===== config.mk =====
export PLATFORM = sky130hd
export DESIGN_NAME = pirs_periph_irq
export DESIGN_NICKNAME = d
export VERILOG_FILES = /design/src/rtl/pirs_pkg.sv /design/src/rtl/pirs_periph_irq.sv
export SDC_FILE = /design/constraint.sdc
export NUM_CORES = 1
export LEC_CHECK = 0
export BUFFER_PORTS_ARGS = -buffer_cell sky130_fd_sc_hd__buf_2
export CAP_MARGIN = 20
export CORE_MARGIN = 3
export CORE_UTILIZATION = 38
export CTS_CLUSTER_SIZE = 24
export DETAILED_ROUTE_END_ITERATION = 10
export HOLD_SLACK_MARGIN = 0.02
export PLACE_DENSITY_LB_ADDON = 0.2
export SYNTH_ARGS = -nofsm -noshare
export SYNTH_HDL_FRONTEND = slang
export SYNTH_SLANG_ARGS = --single-unit

===== constraint.sdc =====
create_clock -name pclk -period 1.6 [get_ports pclk]
set_input_delay 0.08 -clock pclk [delete_from_list [all_inputs] [get_ports pclk]]
set_output_delay 0.08 -clock pclk [all_outputs]
set_load 0.05 [all_outputs]

===== src/rtl/pirs_pkg.sv =====
// Package: register map, field positions and carriers for the peripheral flag block
package pirs_pkg;

    // Register indices as printed; byte address is four times the index
    localparam logic [7:0]  IDX_FLAGS_1      = 8'h0C;
    localparam logic [7:0]  IDX_FLAGS_2      = 8'h0D;
    localparam logic [7:0]  IDX_ENABLE_2     = 8'h8D;
    localparam logic [7:0]  IDX_RESET_CAUSE  = 8'h8E;
    localparam logic [7:0]  IDX_ENABLE_1     = 8'h8C;
    localparam logic [7:0]  IDX_IRQ_STATUS   = 8'hA0;
    localparam logic [7:0]  IDX_IRQ_ENABLE   = 8'hA1;
    localparam logic [7:0]  IDX_IRQ_CLEAR    = 8'hA2;
    localparam logic [7:0]  IDX_CONFIG       = 8'hA3;

    // Field positions in periph_irq_flags_1
    localparam int BIT_TMR16_OVF   = 0;
    localparam int BIT_PERIOD      = 1;
    localparam int BIT_CAPCOMP1    = 2;
    localparam int BIT_SYNC_SER    = 3;
    localparam int BIT_TX_BUF      = 4;
    localparam int BIT_RX_BUF      = 5;
    localparam int BIT_RESERVED    = 6;
    localparam int BIT_PARALLEL    = 7;

    // Field positions elsewhere
    localparam int BIT_CAPCOMP2    = 0;
    localparam int BIT_BROWNOUT    = 0;
    localparam int BIT_POWERON     = 1;

    // Software-writable mask of flags register 1 (bits 5,4 read-only)
    localparam logic [7:0]  FLAGS_1_WMASK    = 8'hCF;
    localparam logic [7:0]  FLAGS_2_WMASK    = 8'h01;
    localparam logic [7:0]  RESET_CAUSE_MASK = 8'h03;

    // Reset values
    localparam logic [7:0]  FLAGS_RESET      = 8'h00;
    localparam logic [7:0]  ENABLE_RESET     = 8'h00;
    localparam logic [1:0]  CAUSE_RESET      = 2'h0;
    localparam logic [3:0]  IRQ_RESET        = 4'h0;

    // Summary interrupt events: status bit positions
    localparam int EV_FLAGS_1 = 0;
    localparam int EV_FLAGS_2 = 1;
    localparam int EV_BROWNOUT = 2;
    localparam int EV_OVERRUN  = 3;

    typedef enum logic [1:0] {
        PIRS_CC_OFF,
        PIRS_CC_CAPTURE,
        PIRS_CC_COMPARE,
        PIRS_CC_PWM
    } pirs_cc_mode_t;

    // Event strobes from the peripherals, one-cycle pulses in pclk domain
    typedef struct packed {
        logic parallel_done;
        logic sync_serial_done;
        logic capture1;
        logic compare1_match;
        logic timer16_overflow;
        logic capcomp2_event;
    } pirs_events_t;

    // Buffer levels from the USART
    typedef struct packed {
        logic rx_full;
        logic tx_full;
    } pirs_usart_t;

    // Register read helper
    function automatic logic [31:0] pirs_word(input logic [7:0] b);
        return {24'h000000, b};
    endfunction

endpackage : pirs_pkg


===== src/rtl/pirs_periph_irq.sv =====
// Peripheral interrupt flags, reset-cause status and an APB register slave
module pirs_periph_irq
    import pirs_pkg::*;
(
    // APB slave
    input  wire logic         pclk,
    input  wire logic         presetn,
    input  wire logic         psel,
    input  wire logic         penable,
    input  wire logic         pwrite,
    input  wire logic [11:0]  paddr,
    input  wire logic [31:0]  pwdata,
    output logic              pready,
    output logic [31:0]       prdata,
    output logic              pslverr,
    // Peripheral events and levels, same clock domain
    input  wire pirs_events_t events,
    input  wire pirs_usart_t  usart,
    input  wire pirs_cc_mode_t capcomp1_mode,
    input  wire logic [7:0]   timer8_count,
    input  wire logic [7:0]   timer8_period,
    // Reset causes, held across the core reset (pins from the reset block)
    input  wire logic         por_n,
    input  wire logic         brownout_reset,
    input  wire logic         brownout_detect_enable,
    // Interrupt outputs
    output logic              periph_irq_req,
    output logic              irq
);

    logic [7:0]  flags_1;
    logic        capcomp2_flag;
    logic [7:0]  enable_1;
    logic        capcomp2_enable;
    logic [1:0]  cause;
    logic [3:0]  irq_status;
    logic [3:0]  irq_enable;
    logic        global_irq_enable;
    logic        bor_meta;
    logic        bor_sync;
    logic        bor_seen;
    logic        match_prev;
    logic        rx_meta;
    logic        rx_sync;
    logic        tx_meta;
    logic        tx_sync;

    logic        acc;
    logic        take;
    logic        wr;
    logic [7:0]  idx;
    logic        mapped;
    logic        refuse;
    logic [7:0]  wbyte;
    logic [7:0]  set_1;
    logic        period_match;
    logic        bor_edge;
    logic [3:0]  next_ev;
    logic        periph_pending;
    logic        next_req;
    logic        next_irq;
    logic [31:0] next_rdata;

    // Write strobes, one per writable register
    logic        wr_flags_1;
    logic        wr_flags_2;
    logic        wr_enable_1;
    logic        wr_enable_2;
    logic        wr_cause;
    logic        wr_irq_enable;
    logic        wr_irq_clear;
    logic        wr_config;

    // Register index match, gated by a strobe
    function automatic logic hit(input logic strobe, input logic [7:0] at, input logic [7:0] target);
        return strobe && (at == target);
    endfunction

    // Unit 1 flag source follows its mode; PWM and off raise nothing
    function automatic logic cc1_event(input pirs_cc_mode_t mode, input logic capture, input logic match);
        case (mode)
            PIRS_CC_CAPTURE: return capture;
            PIRS_CC_COMPARE: return match;
            default:         return 1'b0;
        endcase
    endfunction

    assign acc   = psel && penable;
    // Pending access phase, answered at the next edge
    assign take  = acc && !pready;
    // Write lands at the pready edge only; a second write would wipe a fresh flag
    assign wr    = acc && pwrite && pready;
    assign idx   = paddr[9:2];
    assign wbyte = pwdata[7:0];

    assign wr_flags_1    = hit(wr, idx, IDX_FLAGS_1);
    assign wr_flags_2    = hit(wr, idx, IDX_FLAGS_2);
    assign wr_enable_1   = hit(wr, idx, IDX_ENABLE_1);
    assign wr_enable_2   = hit(wr, idx, IDX_ENABLE_2);
    assign wr_cause      = hit(wr, idx, IDX_RESET_CAUSE);
    assign wr_irq_enable = hit(wr, idx, IDX_IRQ_ENABLE);
    assign wr_irq_clear  = hit(wr, idx, IDX_IRQ_CLEAR);
    assign wr_config     = hit(wr, idx, IDX_CONFIG);

    // Edge on equality so a stalled timer does not re-set the flag every cycle
    assign period_match = (timer8_count == timer8_period);

    // Hardware set terms, independent of every enable
    always_comb begin
        set_1 = 8'h00;
        set_1[BIT_PARALLEL]  = events.parallel_done;
        set_1[BIT_SYNC_SER]  = events.sync_serial_done;
        set_1[BIT_CAPCOMP1]  = cc1_event(capcomp1_mode, events.capture1, events.compare1_match);
        set_1[BIT_PERIOD]    = period_match && !match_prev;
        set_1[BIT_TMR16_OVF] = events.timer16_overflow;
    end

    always_ff @(posedge pclk or negedge presetn) begin
        if (!presetn) begin
            match_prev <= 1'b0;
        end else begin
            match_prev <= period_match;
        end
    end

    // USART levels are treated as external and synchronised
    always_ff @(posedge pclk or negedge presetn) begin
        if (!presetn) begin
            rx_meta <= 1'b0;
            rx_sync <= 1'b0;
        end else begin
            rx_meta <= usart.rx_full;
            rx_sync <= rx_meta;
        end
    end

    always_ff @(posedge pclk or negedge presetn) begin
        if (!presetn) begin
            tx_meta <= 1'b0;
            tx_sync <= 1'b0;
        end else begin
            tx_meta <= usart.tx_full;
            tx_sync <= tx_meta;
        end
    end

    // Sticky flags except the RX/TX buffer bits, which follow the synchronised levels; a set in the cycle of a software clear wins
    always_ff @(posedge pclk or negedge presetn) begin
        if (!presetn) begin
            flags_1 <= FLAGS_RESET;
        end else begin
            if (wr_flags_1) begin
                flags_1 <= ((flags_1 & ~FLAGS_1_WMASK) | (wbyte & FLAGS_1_WMASK)) | set_1;
            end else begin
                flags_1 <= flags_1 | set_1;
            end
            flags_1[BIT_RX_BUF] <= rx_sync;
            flags_1[BIT_TX_BUF] <= tx_sync;
        end
    end

    always_ff @(posedge pclk or negedge presetn) begin
        if (!presetn) begin
            capcomp2_flag <= 1'b0;
        end else if (wr_flags_2) begin
            capcomp2_flag <= wbyte[BIT_CAPCOMP2] | events.capcomp2_event;
        end else begin
            capcomp2_flag <= capcomp2_flag | events.capcomp2_event;
        end
    end

    // Enables
    always_ff @(posedge pclk or negedge presetn) begin
        if (!presetn) begin
            enable_1 <= ENABLE_RESET;
        end else if (wr_enable_1) begin
            enable_1 <= wbyte;
        end
    end

    always_ff @(posedge pclk or negedge presetn) begin
        if (!presetn) begin
            capcomp2_enable <= 1'b0;
        end else if (wr_enable_2) begin
            capcomp2_enable <= wbyte[BIT_CAPCOMP2];
        end
    end

    always_ff @(posedge pclk or negedge presetn) begin
        if (!presetn) begin
            global_irq_enable <= 1'b0;
        end else if (wr_config) begin
            global_irq_enable <= wbyte[0];
        end
    end

    // Brown-out pulse comes from the supply monitor; synchronise it
    always_ff @(posedge pclk or negedge presetn) begin
        if (!presetn) begin
            bor_meta <= 1'b0;
            bor_sync <= 1'b0;
        end else begin
            bor_meta <= brownout_reset;
            bor_sync <= bor_meta;
        end
    end

    // Previous synchronised level, for the rising edge
    always_ff @(posedge pclk or negedge presetn) begin
        if (!presetn) begin
            bor_seen <= 1'b0;
        end else begin
            bor_seen <= bor_sync;
        end
    end

    assign bor_edge = bor_sync && !bor_seen;

    // Reset cause lives on the power-on reset only, so a core reset keeps it
    always_ff @(posedge pclk or negedge por_n) begin
        if (!por_n) begin
            cause <= CAUSE_RESET;
        end else if (bor_edge && brownout_detect_enable) begin
            cause[BIT_BROWNOUT] <= 1'b0;
        end else if (wr_cause) begin
            cause <= wbyte[1:0] & RESET_CAUSE_MASK[1:0];
        end
    end

    // Summary interrupt: sticky status, write-one-to-clear, set wins
    assign periph_pending = |(flags_1 & enable_1) | (capcomp2_flag & capcomp2_enable);

    always_comb begin
        next_ev = 4'h0;
        next_ev[EV_FLAGS_1]  = |set_1;
        next_ev[EV_FLAGS_2]  = events.capcomp2_event;
        next_ev[EV_BROWNOUT] = bor_edge;
        // Set on a flags_1 bit already pending: software missed one event
        next_ev[EV_OVERRUN]  = |(set_1 & flags_1);
    end

    always_ff @(posedge pclk or negedge presetn) begin
        if (!presetn) begin
            irq_status <= IRQ_RESET;
        end else if (wr_irq_clear) begin
            irq_status <= (irq_status & ~wbyte[3:0]) | next_ev;
        end else begin
            irq_status <= irq_status | next_ev;
        end
    end

    always_ff @(posedge pclk or negedge presetn) begin
        if (!presetn) begin
            irq_enable <= IRQ_RESET;
        end else if (wr_irq_enable) begin
            irq_enable <= wbyte[3:0];
        end
    end

    assign mapped = (idx == IDX_FLAGS_1) || (idx == IDX_FLAGS_2) || (idx == IDX_ENABLE_1)
                 || (idx == IDX_ENABLE_2) || (idx == IDX_RESET_CAUSE) || (idx == IDX_IRQ_STATUS)
                 || (idx == IDX_IRQ_ENABLE) || (idx == IDX_IRQ_CLEAR) || (idx == IDX_CONFIG);

    always_comb begin
        case (idx)
            IDX_FLAGS_1:     next_rdata = pirs_word(flags_1);
            IDX_FLAGS_2:     next_rdata = pirs_word({7'h00, capcomp2_flag});
            IDX_ENABLE_1:    next_rdata = pirs_word(enable_1);
            IDX_ENABLE_2:    next_rdata = pirs_word({7'h00, capcomp2_enable});
            IDX_RESET_CAUSE: next_rdata = pirs_word({6'h00, cause});
            IDX_IRQ_STATUS:  next_rdata = pirs_word({4'h0, irq_status});
            IDX_IRQ_ENABLE:  next_rdata = pirs_word({4'h0, irq_enable});
            IDX_CONFIG:      next_rdata = pirs_word({7'h00, global_irq_enable});
            default:         next_rdata = 32'h00000000;
        endcase
    end

    assign refuse = !mapped || (pwrite && idx == IDX_IRQ_STATUS);

    // Registered answer: access phase takes two cycles, pready in the second
    always_ff @(posedge pclk or negedge presetn) begin
        if (!presetn) begin
            pready <= 1'b0;
        end else begin
            pready <= take;
        end
    end

    always_ff @(posedge pclk or negedge presetn) begin
        if (!presetn) begin
            pslverr <= 1'b0;
        end else begin
            pslverr <= take && refuse;
        end
    end

    // Read data only alongside the answer, zero otherwise
    always_ff @(posedge pclk or negedge presetn) begin
        if (!presetn) begin
            prdata <= 32'h00000000;
        end else begin
            prdata <= (take && !pwrite) ? next_rdata : 32'h00000000;
        end
    end

    assign next_req = periph_pending && global_irq_enable;
    assign next_irq = |(irq_status & irq_enable);

    always_ff @(posedge pclk or negedge presetn) begin
        if (!presetn) begin
            periph_irq_req <= 1'b0;
        end else begin
            periph_irq_req <= next_req;
        end
    end

    always_ff @(posedge pclk or negedge presetn) begin
        if (!presetn) begin
            irq <= 1'b0;
        end else begin
            irq <= next_irq;
        end
    end

endmodule // pirs_periph_irq


-- Word level (Yosys, flattened, before mapping)
Cells that the tools add are included.
Widths: inputs -> output; s select.
- $add $sub $neg: 0
- multiply operators: 0
- div/mod/pow operators: 0
- magnitude comparators: 0
- equal/unequal tests: 12
- shift-type cells: 0
- mux-type cells: 8
- bitwise logic cells: 15
- reduce and logical (&&, ||, !) cells: 39
- operators by type and width (operator ; number):
    $pmux 8 s8 ; 1
    $eq 8x8->1 const B ; 7
    $logic_and 1x1->1 ; 19
    $and 8x8->8 ; 2
    $eq 8x4->1 const B ; 2
    $mux 8 ; 2
    $or 8x8->8 ; 2
    $reduce_or 8->1 ; 2
    $logic_or 1x1->1 ; 9
    $and 4x4->4 ; 2
    $eq 8x8->1 ; 1
    $or 4x4->4 ; 2
    $or 6x8->8 ; 1
    $logic_not 1->1 ; 5
    $reduce_or 5->1 ; 1
    $mux 4 ; 1
    $not 4->4 ; 1
    $reduce_or 4->1 ; 1
    $mux 1 ; 3
    $or 1x1->1 ; 3
    $eq 2x1->1 const B ; 1
    $eq 2x2->1 const B ; 1
    $pmux 1 s2 ; 1
    $reduce_and 2->1 ; 1
    3 further kinds ; 3
- register bits: 49
- latch bits: 0
- RAM bits: 0
- bits in read-only memories: 0
- output and inout bits: 36
- logic and storage cells: 96
- memories kept: 0

-- Longest topological paths before layout
Gate-level depths: netlist of the first run.
- word-level depth: 12
- gate-level depth with buffers: 6
- mapped depth without buffers: 6

-- Worst setup path before layout of the first run
Ideal clock, no wire load.
- path kind: register to register
- start point: reg pready
- end point: reg irq_status[0]
- library setup time: 129 ps
- arrival: 1767 ps
- required time: 1471 ps
- path slack: -296 ps
- cell stages (with the launch flop): 6
- path buffers: 1
- path through: dfrtp_1 > nand4_1 > nor2_1 > clkbuf_1 > nand3_1 > a2111o_1
- cells in the longest elaborated chain, start to end: 3
- ends and longest elaborated chain (item ; RTL line ; source):
    from (decl) ; pirs_periph_irq.sv:13 ; output logic pready,
    from (signal assigned) ; pirs_periph_irq.sv:285 ; pready <= take;
    $logic_and 1x1->1 ; pirs_periph_irq.sv:92 ; assign wr = acc && pwrite && pready;
    $logic_and 1x1->1 ; pirs_periph_irq.sv:76 ; return strobe && (at == target);
    $mux 4 ; pirs_periph_irq.sv:245 ; end else if (wr_irq_clear) begin
    to (signal assigned) ; pirs_periph_irq.sv:246 ; irq_status <= (irq_status & ~wbyte[3:0]) | next_ev;
    to (signal assigned) ; pirs_periph_irq.sv:248 ; irq_status <= irq_status | next_ev;
    to (decl) ; pirs_periph_irq.sv:36 ; logic [3:0] irq_status;
No other way between the ends.
A chain may end at the register's enable or synchronous reset.

-- Final worst setup path of the first run
- start point: reg pready
- end point: reg enable_1[3]
- cells in the longest elaborated chain, start to end: 2
- ends and longest elaborated chain (item ; RTL line ; source):
    $logic_and 1x1->1 ; pirs_periph_irq.sv:92 ;
    $logic_and 1x1->1 ; pirs_periph_irq.sv:76 ;
    to (signal assigned) ; pirs_periph_irq.sv:177 ; enable_1 <= wbyte;
    to (decl) ; pirs_periph_irq.sv:33 ; logic [7:0] enable_1;
No other way between the ends.

==> results.md, run 1 <==
- CTS tree: built
- Number of global-route vias before repair: 1887
- Commonest cells after routing, fill and taps aside: buf_2 (61), dfrtp_1 (48), conb_1 (24)
- GRT overflow: 0
- Status: finished, final reports clean
- Crit path required time: 1790 ps
- Fmax: 660 MHz
- Post-DP HPWL: 4360 um
- Async S/R FF share, synth: 100%
- H-tree levels: 2
- Clock share of power: 34.7%
- Worst hold path class: in2reg
- Die Span Y: 87.4 um
- Max-Cap Viols: 0
- Seq cells post-synth: 49
- Clk_lat worst skew: 300 ps
- CTS Buffer Depth: 2
- Antenna-violating nets left: 0
- Overall Global Routing Usage: roughly 15%
- Core Box Area: 6390 sq um
- P_sw: 703 uW
- Core Rows: 29
- Slowest CP cell: dfrtp_2
- Initial Util: between 30% and 40%
- Antenna violations before repair: 0
- VDD IR max: approximately 0.63 mV
- Number of synthesized flops with an enable pin: 0
- Most common cell after layout, fill and taps aside: buf_2
- Final setup viols: 0
- Worst setup margin: 85.2 ps
- Final wirelength: 5550 um
- Via density: between 4 and 5
- Combinational share of power: 15.7%
- Die width: approximately 87 um
- Sw Share: 27.4%
- Leakage: approximately 1.6 nW
- RSZ-0062 raised after global routing: no
- Inserted Clock Buffers: 5
- Worst-path clk slew: 90 ps
- CP max FO: 4
- DR WL/cell: 14.0 um
- Total of warnings raised by yosys: 0
- Reg power frac: 49.6%
- Setup Skew: 10.2 ps
- Diodes inserted: 0
- Startpoint Class: flop
- CP arrival: 1700 ps
- Post-place setup slack: -40.7 ps
- Min Tclk post-route: 1510 ps
- Crit-path cells: nand4_1, nor2_1, and3_1, buf_4, mux2_2
- Final Max Slew Viols: 0
- DR iter-0 viols: 73
- Critical Path End Type: flop
- Ys flop type: dfrtp_1
- # IOs: approximately 110
- Distinct cells, synth: 45
- Synth Cell Area: 2510 sq um
- Nets: 400
- Post-Syn Instances: 228
- Port Buf Inserts: 61
- Root Driver: clkbuf_8
- Die area: 7630 sq um
- Synthesized area per cell: 11.0 sq um
- Drt pass-1 iters: 4
- Final hold violations: 0
- P_int: between 1.5 and 2 mW
- Max_slew headroom: roughly 60%
- DRC Markers: 0
- Crit path kind: reg2reg
- Final period util: between 90% and 100%
- Clock tree sinks: 49
- Worst-Margin Slew: 593 ps
- Largest net degree at the start of global routing: 30
- Hold WS: 43.5 ps
- RD Place Congestion: 0.797
- Share of layout cells above drive strength 1: 33.6%
- Post-synthesis sequential area ratio: 48.8%
- Area growth, synth to finish: 26.8%
- First-pass GRT wire length: 9130 um
- Slowest cell delay on critical path: approximately 390 ps
- PD cells: 806 nW/um^2
- DR vias: 1977
- # Post-CTS Setup Buffers: 0
- Filler cells: 618
-- power by group through the flow --
stage                     registers, mW  logic, mW  clock network (mW)
final                              1.28      0.403               0.892
after global routing               1.28      0.440               0.971
after CTS                          1.28      0.406               0.921
after detailed placement           1.30      0.381                   0
after global placement             1.30      0.380                   0
after floorplan                    1.31      0.267                   0
-- synth_stat cells (2+ instances only) --
cell	count	area, sq um
a22oi_1	4	30.0
ha_1	2	25.0
a22o_1	2	17.5
o32a_1	2	20.0
dfrtp_1	49	1230
nand3b_1	3	22.5
buf_2	4	20.0
and3_1	8	50.1
a222oi_1	2	20.0
nand3_1	9	45.0
nand4_1	6	37.5
mux2_2	15	169
nor2_1	11	41.3
buf_4	25	188
a31oi_1	3	18.8
a21oi_1	3	15.0
a21o_1	3	22.5
inv_1	8	30.0
nand2_1	10	37.5
o21ai_0	4	20.0
nor4_1	3	18.8
mux2i_1	12	120
nor3_1	5	25.0
a21boi_0	2	15.0
xnor2_1	8	70.1
a211o_1	6	52.6
-- through the flow --
stage	power [mW]	instance area, sq um	util, %	instances	TNS [ps]
after floorplan	1.58	2610	-	251	-63.3
after CTS	2.60	3190	49.9	398	0
after detailed placement	1.68	2950	46.1	377	-221
final	2.57	3190	49.9	398	0
after global routing	2.69	3190	49.9	398	0
after global placement	1.68	2950	46.1	377	-56.0
-- worst max-delay path: cells and delay by family, from the launching register on --
kind	cells	cell delay [ps]
and+or+nand+nor	3	550
DFF	1	390
muxes	1	330
buffers and inverters	1	140
-- worst paths after layout --
check	startpoint	endpoint	slack [ps]	cells past startpoint
min in group asynchronous	por_n	cause[0]$_DFFE_PN0P_	90	2
worst min-delay path	penable	pready$_DFF_PN0_	40	3
worst max-delay path	pready$_DFF_PN0_	enable_1[3]$_DFFE_PN0P_	90	5
worst max register to register	pready$_DFF_PN0_	enable_1[3]$_DFFE_PN0P_	90	5
worst min register to register	tx_sync$_DFF_PN0_	flags_1[4]$_DFF_PN0_	340	0
max in group asynchronous	presetn	flags_1[2]$_DFF_PN0_	810	3
-- metal layers --
layer	share of wire (%)	GRT usage (%)	vias up	wire length (um)
met5	0	0	-	0
li1	-	-	965	-
met2	47	24.1	64	2630
met1	45	21.3	942	2490
met3	6.1	3.03	6	336
met4	1.6	5.16	0	88
-- state kept, by name (all words and copies together), names as in the netlist, 2 cells and up --
| register | count |
|---|---|
| irq_enable | 4 |
| flags_1 | 8 |
| irq_status | 4 |
| cause | 2 |
| enable_1 | 8 |
| prdata | 8 |
-- area by class of cell --
cell class                 count  area (sq um)  area share [%]
multi-input combinational    163          1130            35.5
inverter                       8          30.0           0.942
sequential                    49          1230            38.5
clock buffer                   5          68.8            2.16
tap                           77          96.3            3.02
clock inverter                 3          43.8            1.37
timing repair buffer          93           591            18.5
-- timing repair --
| item | in CTS | in global routing |
|---|---|---|
| gates resized for setup | 0 | 1 |
| endpoints found under the setup margin | 0 | 2 |
| hold buffers | 13 | 0 |
| endpoints found under the hold margin | 32 | 0 |
-- logic make-up after synthesis --
logic type                 share of synthesized area (%)
AOI/OAI and AO/OA                                   11.9
xor gates and xnor gates                            2.79
adders and majority gates                          0.995
buffers and inverters                               9.75
DFF                                                 48.8
muxes                                               11.5
other                                              0.149
and+or+nand+nor                                     14.2
No activity file was read; power rests on OpenSTA's default activity.
==> inputs of run 2 (changes only) <==
- CORE_UTILIZATION: 38 -> 47
==> run 2 against run 1 <==
Cell count fell by 2.3%. Sequential power about the same. Register-to-register slack about the same.
==> results.md, run 2 (synthesis gave the netlist of run 1 again) <==
- Status: finished, final reports clean
- Core Rows: 25
- GRT overflow: 0
- PD cells: 812 nW/um^2
- Worst hold path class: in2reg
- Filler cells: 417
- Hold WS: 35.0 ps
- Final period util: roughly 94%
- Max_slew headroom: between 60 and 70%
- # Post-CTS Setup Buffers: 0
- RSZ-0062 raised after global routing: no
- Final hold violations: 0
- VDD IR max: 0.403 mV
- Clock share of power: 35.2%
- Post-DP HPWL: 4120 um
- First-pass GRT wire length: ~9000 um
- Post-place setup slack: 47.0 ps
- Setup Skew: 4.42 ps
- Drt pass-1 iters: 4
- Sw Share: 26.5%
- Worst-path clk slew: 90 ps
- Final setup viols: 0
- Top flop regs: enable_1 x8, flags_1 x8, prdata x8
- CP arrival: 1700 ps
- Via density: 5.07
- Clock tree sinks: between 40 and 50
- Crit path kind: reg2reg
- Final Max Slew Viols: 0
- CTS Buffer Depth: 2
- CTS tree: built
- Clk_lat worst skew: roughly 300 ps
- Share of layout cells above drive strength 1: ~34%
- Initial Util: 50.9%
- DR iter-0 viols: 106
- Antenna violations before repair: 0
- Combinational share of power: 15.5%
- Die width: about 79 um
- Max-Cap Viols: 0
- Most common cell after layout, fill and taps aside: buf_2
- DR WL/cell: roughly 14 um
- DR vias: 1972
- P_sw: about 700 uW
- Antenna-violating nets left: 0
- DRC Markers: 0
- Leakage: 1.58 nW
- Worst setup margin: 92.6 ps
- Overall Global Routing Usage: 18.8%
- Inserted Clock Buffers: 5
- H-tree levels: 2
- # IOs: 114
- Largest net degree at the start of global routing: 25
- Root Driver: clkbuf_8
- Area growth, synth to finish: 26.8%
- Power Total: 2.59 mW
- Port Buf Inserts: just over 60
- Number of global-route vias before repair: 1944
- Fmax: 663 MHz
- Die area: around 6300 sq um
- P_int: 1.90 mW
- Min Tclk post-route: 1510 ps
- Nets: 401
- Critical Path End Type: flop
- Setup Total Neg Slack: 0 ps
- Reg power frac: between 40% and 50%
- Diodes inserted: 0
- Startpoint Class: flop
- Core Box Area: between 4000 and 5000 sq um
- Die Span Y: 79.2 um
- Final wirelength: around 5500 um
- Crit path required time: 1790 ps
- RD Place Congestion: 0.891
- CP max FO: 5
- Commonest cells after routing, fill and taps aside: buf_2 (61), dfrtp_1 (48), conb_1 (24)
- Worst-Margin Slew: ~560 ps
[run 2: cell count changes in the layout (fill, tap and decap cells not counted)]
cell           previous run  this run
clkinvlp_4                0         1
o21ai_1                   1         0
buf_4                    18        20
clkbuf_8                  5         6
o21ai_0                   3         4
inv_6                     1         0
clkinv_2                  1         0
dlygate4sd3_1            13        12
[run 2: metal layers]
layer,vias to the layer above,GRT usage [%],wire length (um)
li1,965,-,-
met1,925,24.6,2460
met2,77,31.1,2600
met3,5,3.63,358
met4,0,6.53,65
met5,-,0,0
[run 2: worst max-delay path, cell delays in order, from the launching register on]
cell	delay [ps]
dfrtp_2	380
nand4_1	160
nor2_1	160
and3_1	200
buf_4	160
mux2_2	330
[run 2: timing repair]
item / CTS / global route
endpoints found under the setup margin: 0 / 7
hold buffers: 12 / 0
gates resized for setup: 0 / 0
endpoints found under the hold margin: 36 / 0
[run 2: path summary, 6_finish.rpt]
check / start / to / slack, ps / cells past startpoint
setup / recovery: pready$_DFF_PN0_ / enable_1[7]$_DFFE_PN0P_ / 90 / 5
setup reg to reg: pready$_DFF_PN0_ / enable_1[7]$_DFFE_PN0P_ / 90 / 5
hold / removal: pwdata[7] / enable_1[7]$_DFFE_PN0P_ / 40 / 2
min in group asynchronous: por_n / cause[0]$_DFFE_PN0P_ / 110 / 2
hold reg to reg: bor_meta$_DFF_PN0_ / bor_sync$_DFF_PN0_ / 350 / 0
max in group asynchronous: presetn / flags_1[1]$_DFF_PN0_ / 780 / 3
[run 2: per-stage QoR]
step                      util (%)  cells  area [sq um]
after floorplan                  -    251          2610
after global placement        59.7    369          2950
after detailed placement      59.7    369          2950
after CTS                     64.5    389          3190
after global routing          64.5    389          3190
final                         64.5    389          3190
[run 2: power by group through the flow]
stage	logic, mW	registers [mW]	clock network, mW
after floorplan	0.267	1.31	0
after detailed placement	0.377	1.30	0
after CTS	0.400	1.28	0.941
after global routing	0.434	1.28	0.996
after global placement	0.374	1.30	0
final	0.402	1.28	0.913
[run 2: cell type report]
class | count | area, sq um | share of cell area [%]
clock buffer | 6 | 82.6 | 2.59
clock inverter | 2 | 37.5 | 1.18
inverter | 8 | 30.0 | 0.942
multi-input combinational | 163 | 1130 | 35.5
sequential | 49 | 1230 | 38.5
tap | 67 | 83.8 | 2.63
timing repair buffer | 94 | 596 | 18.7
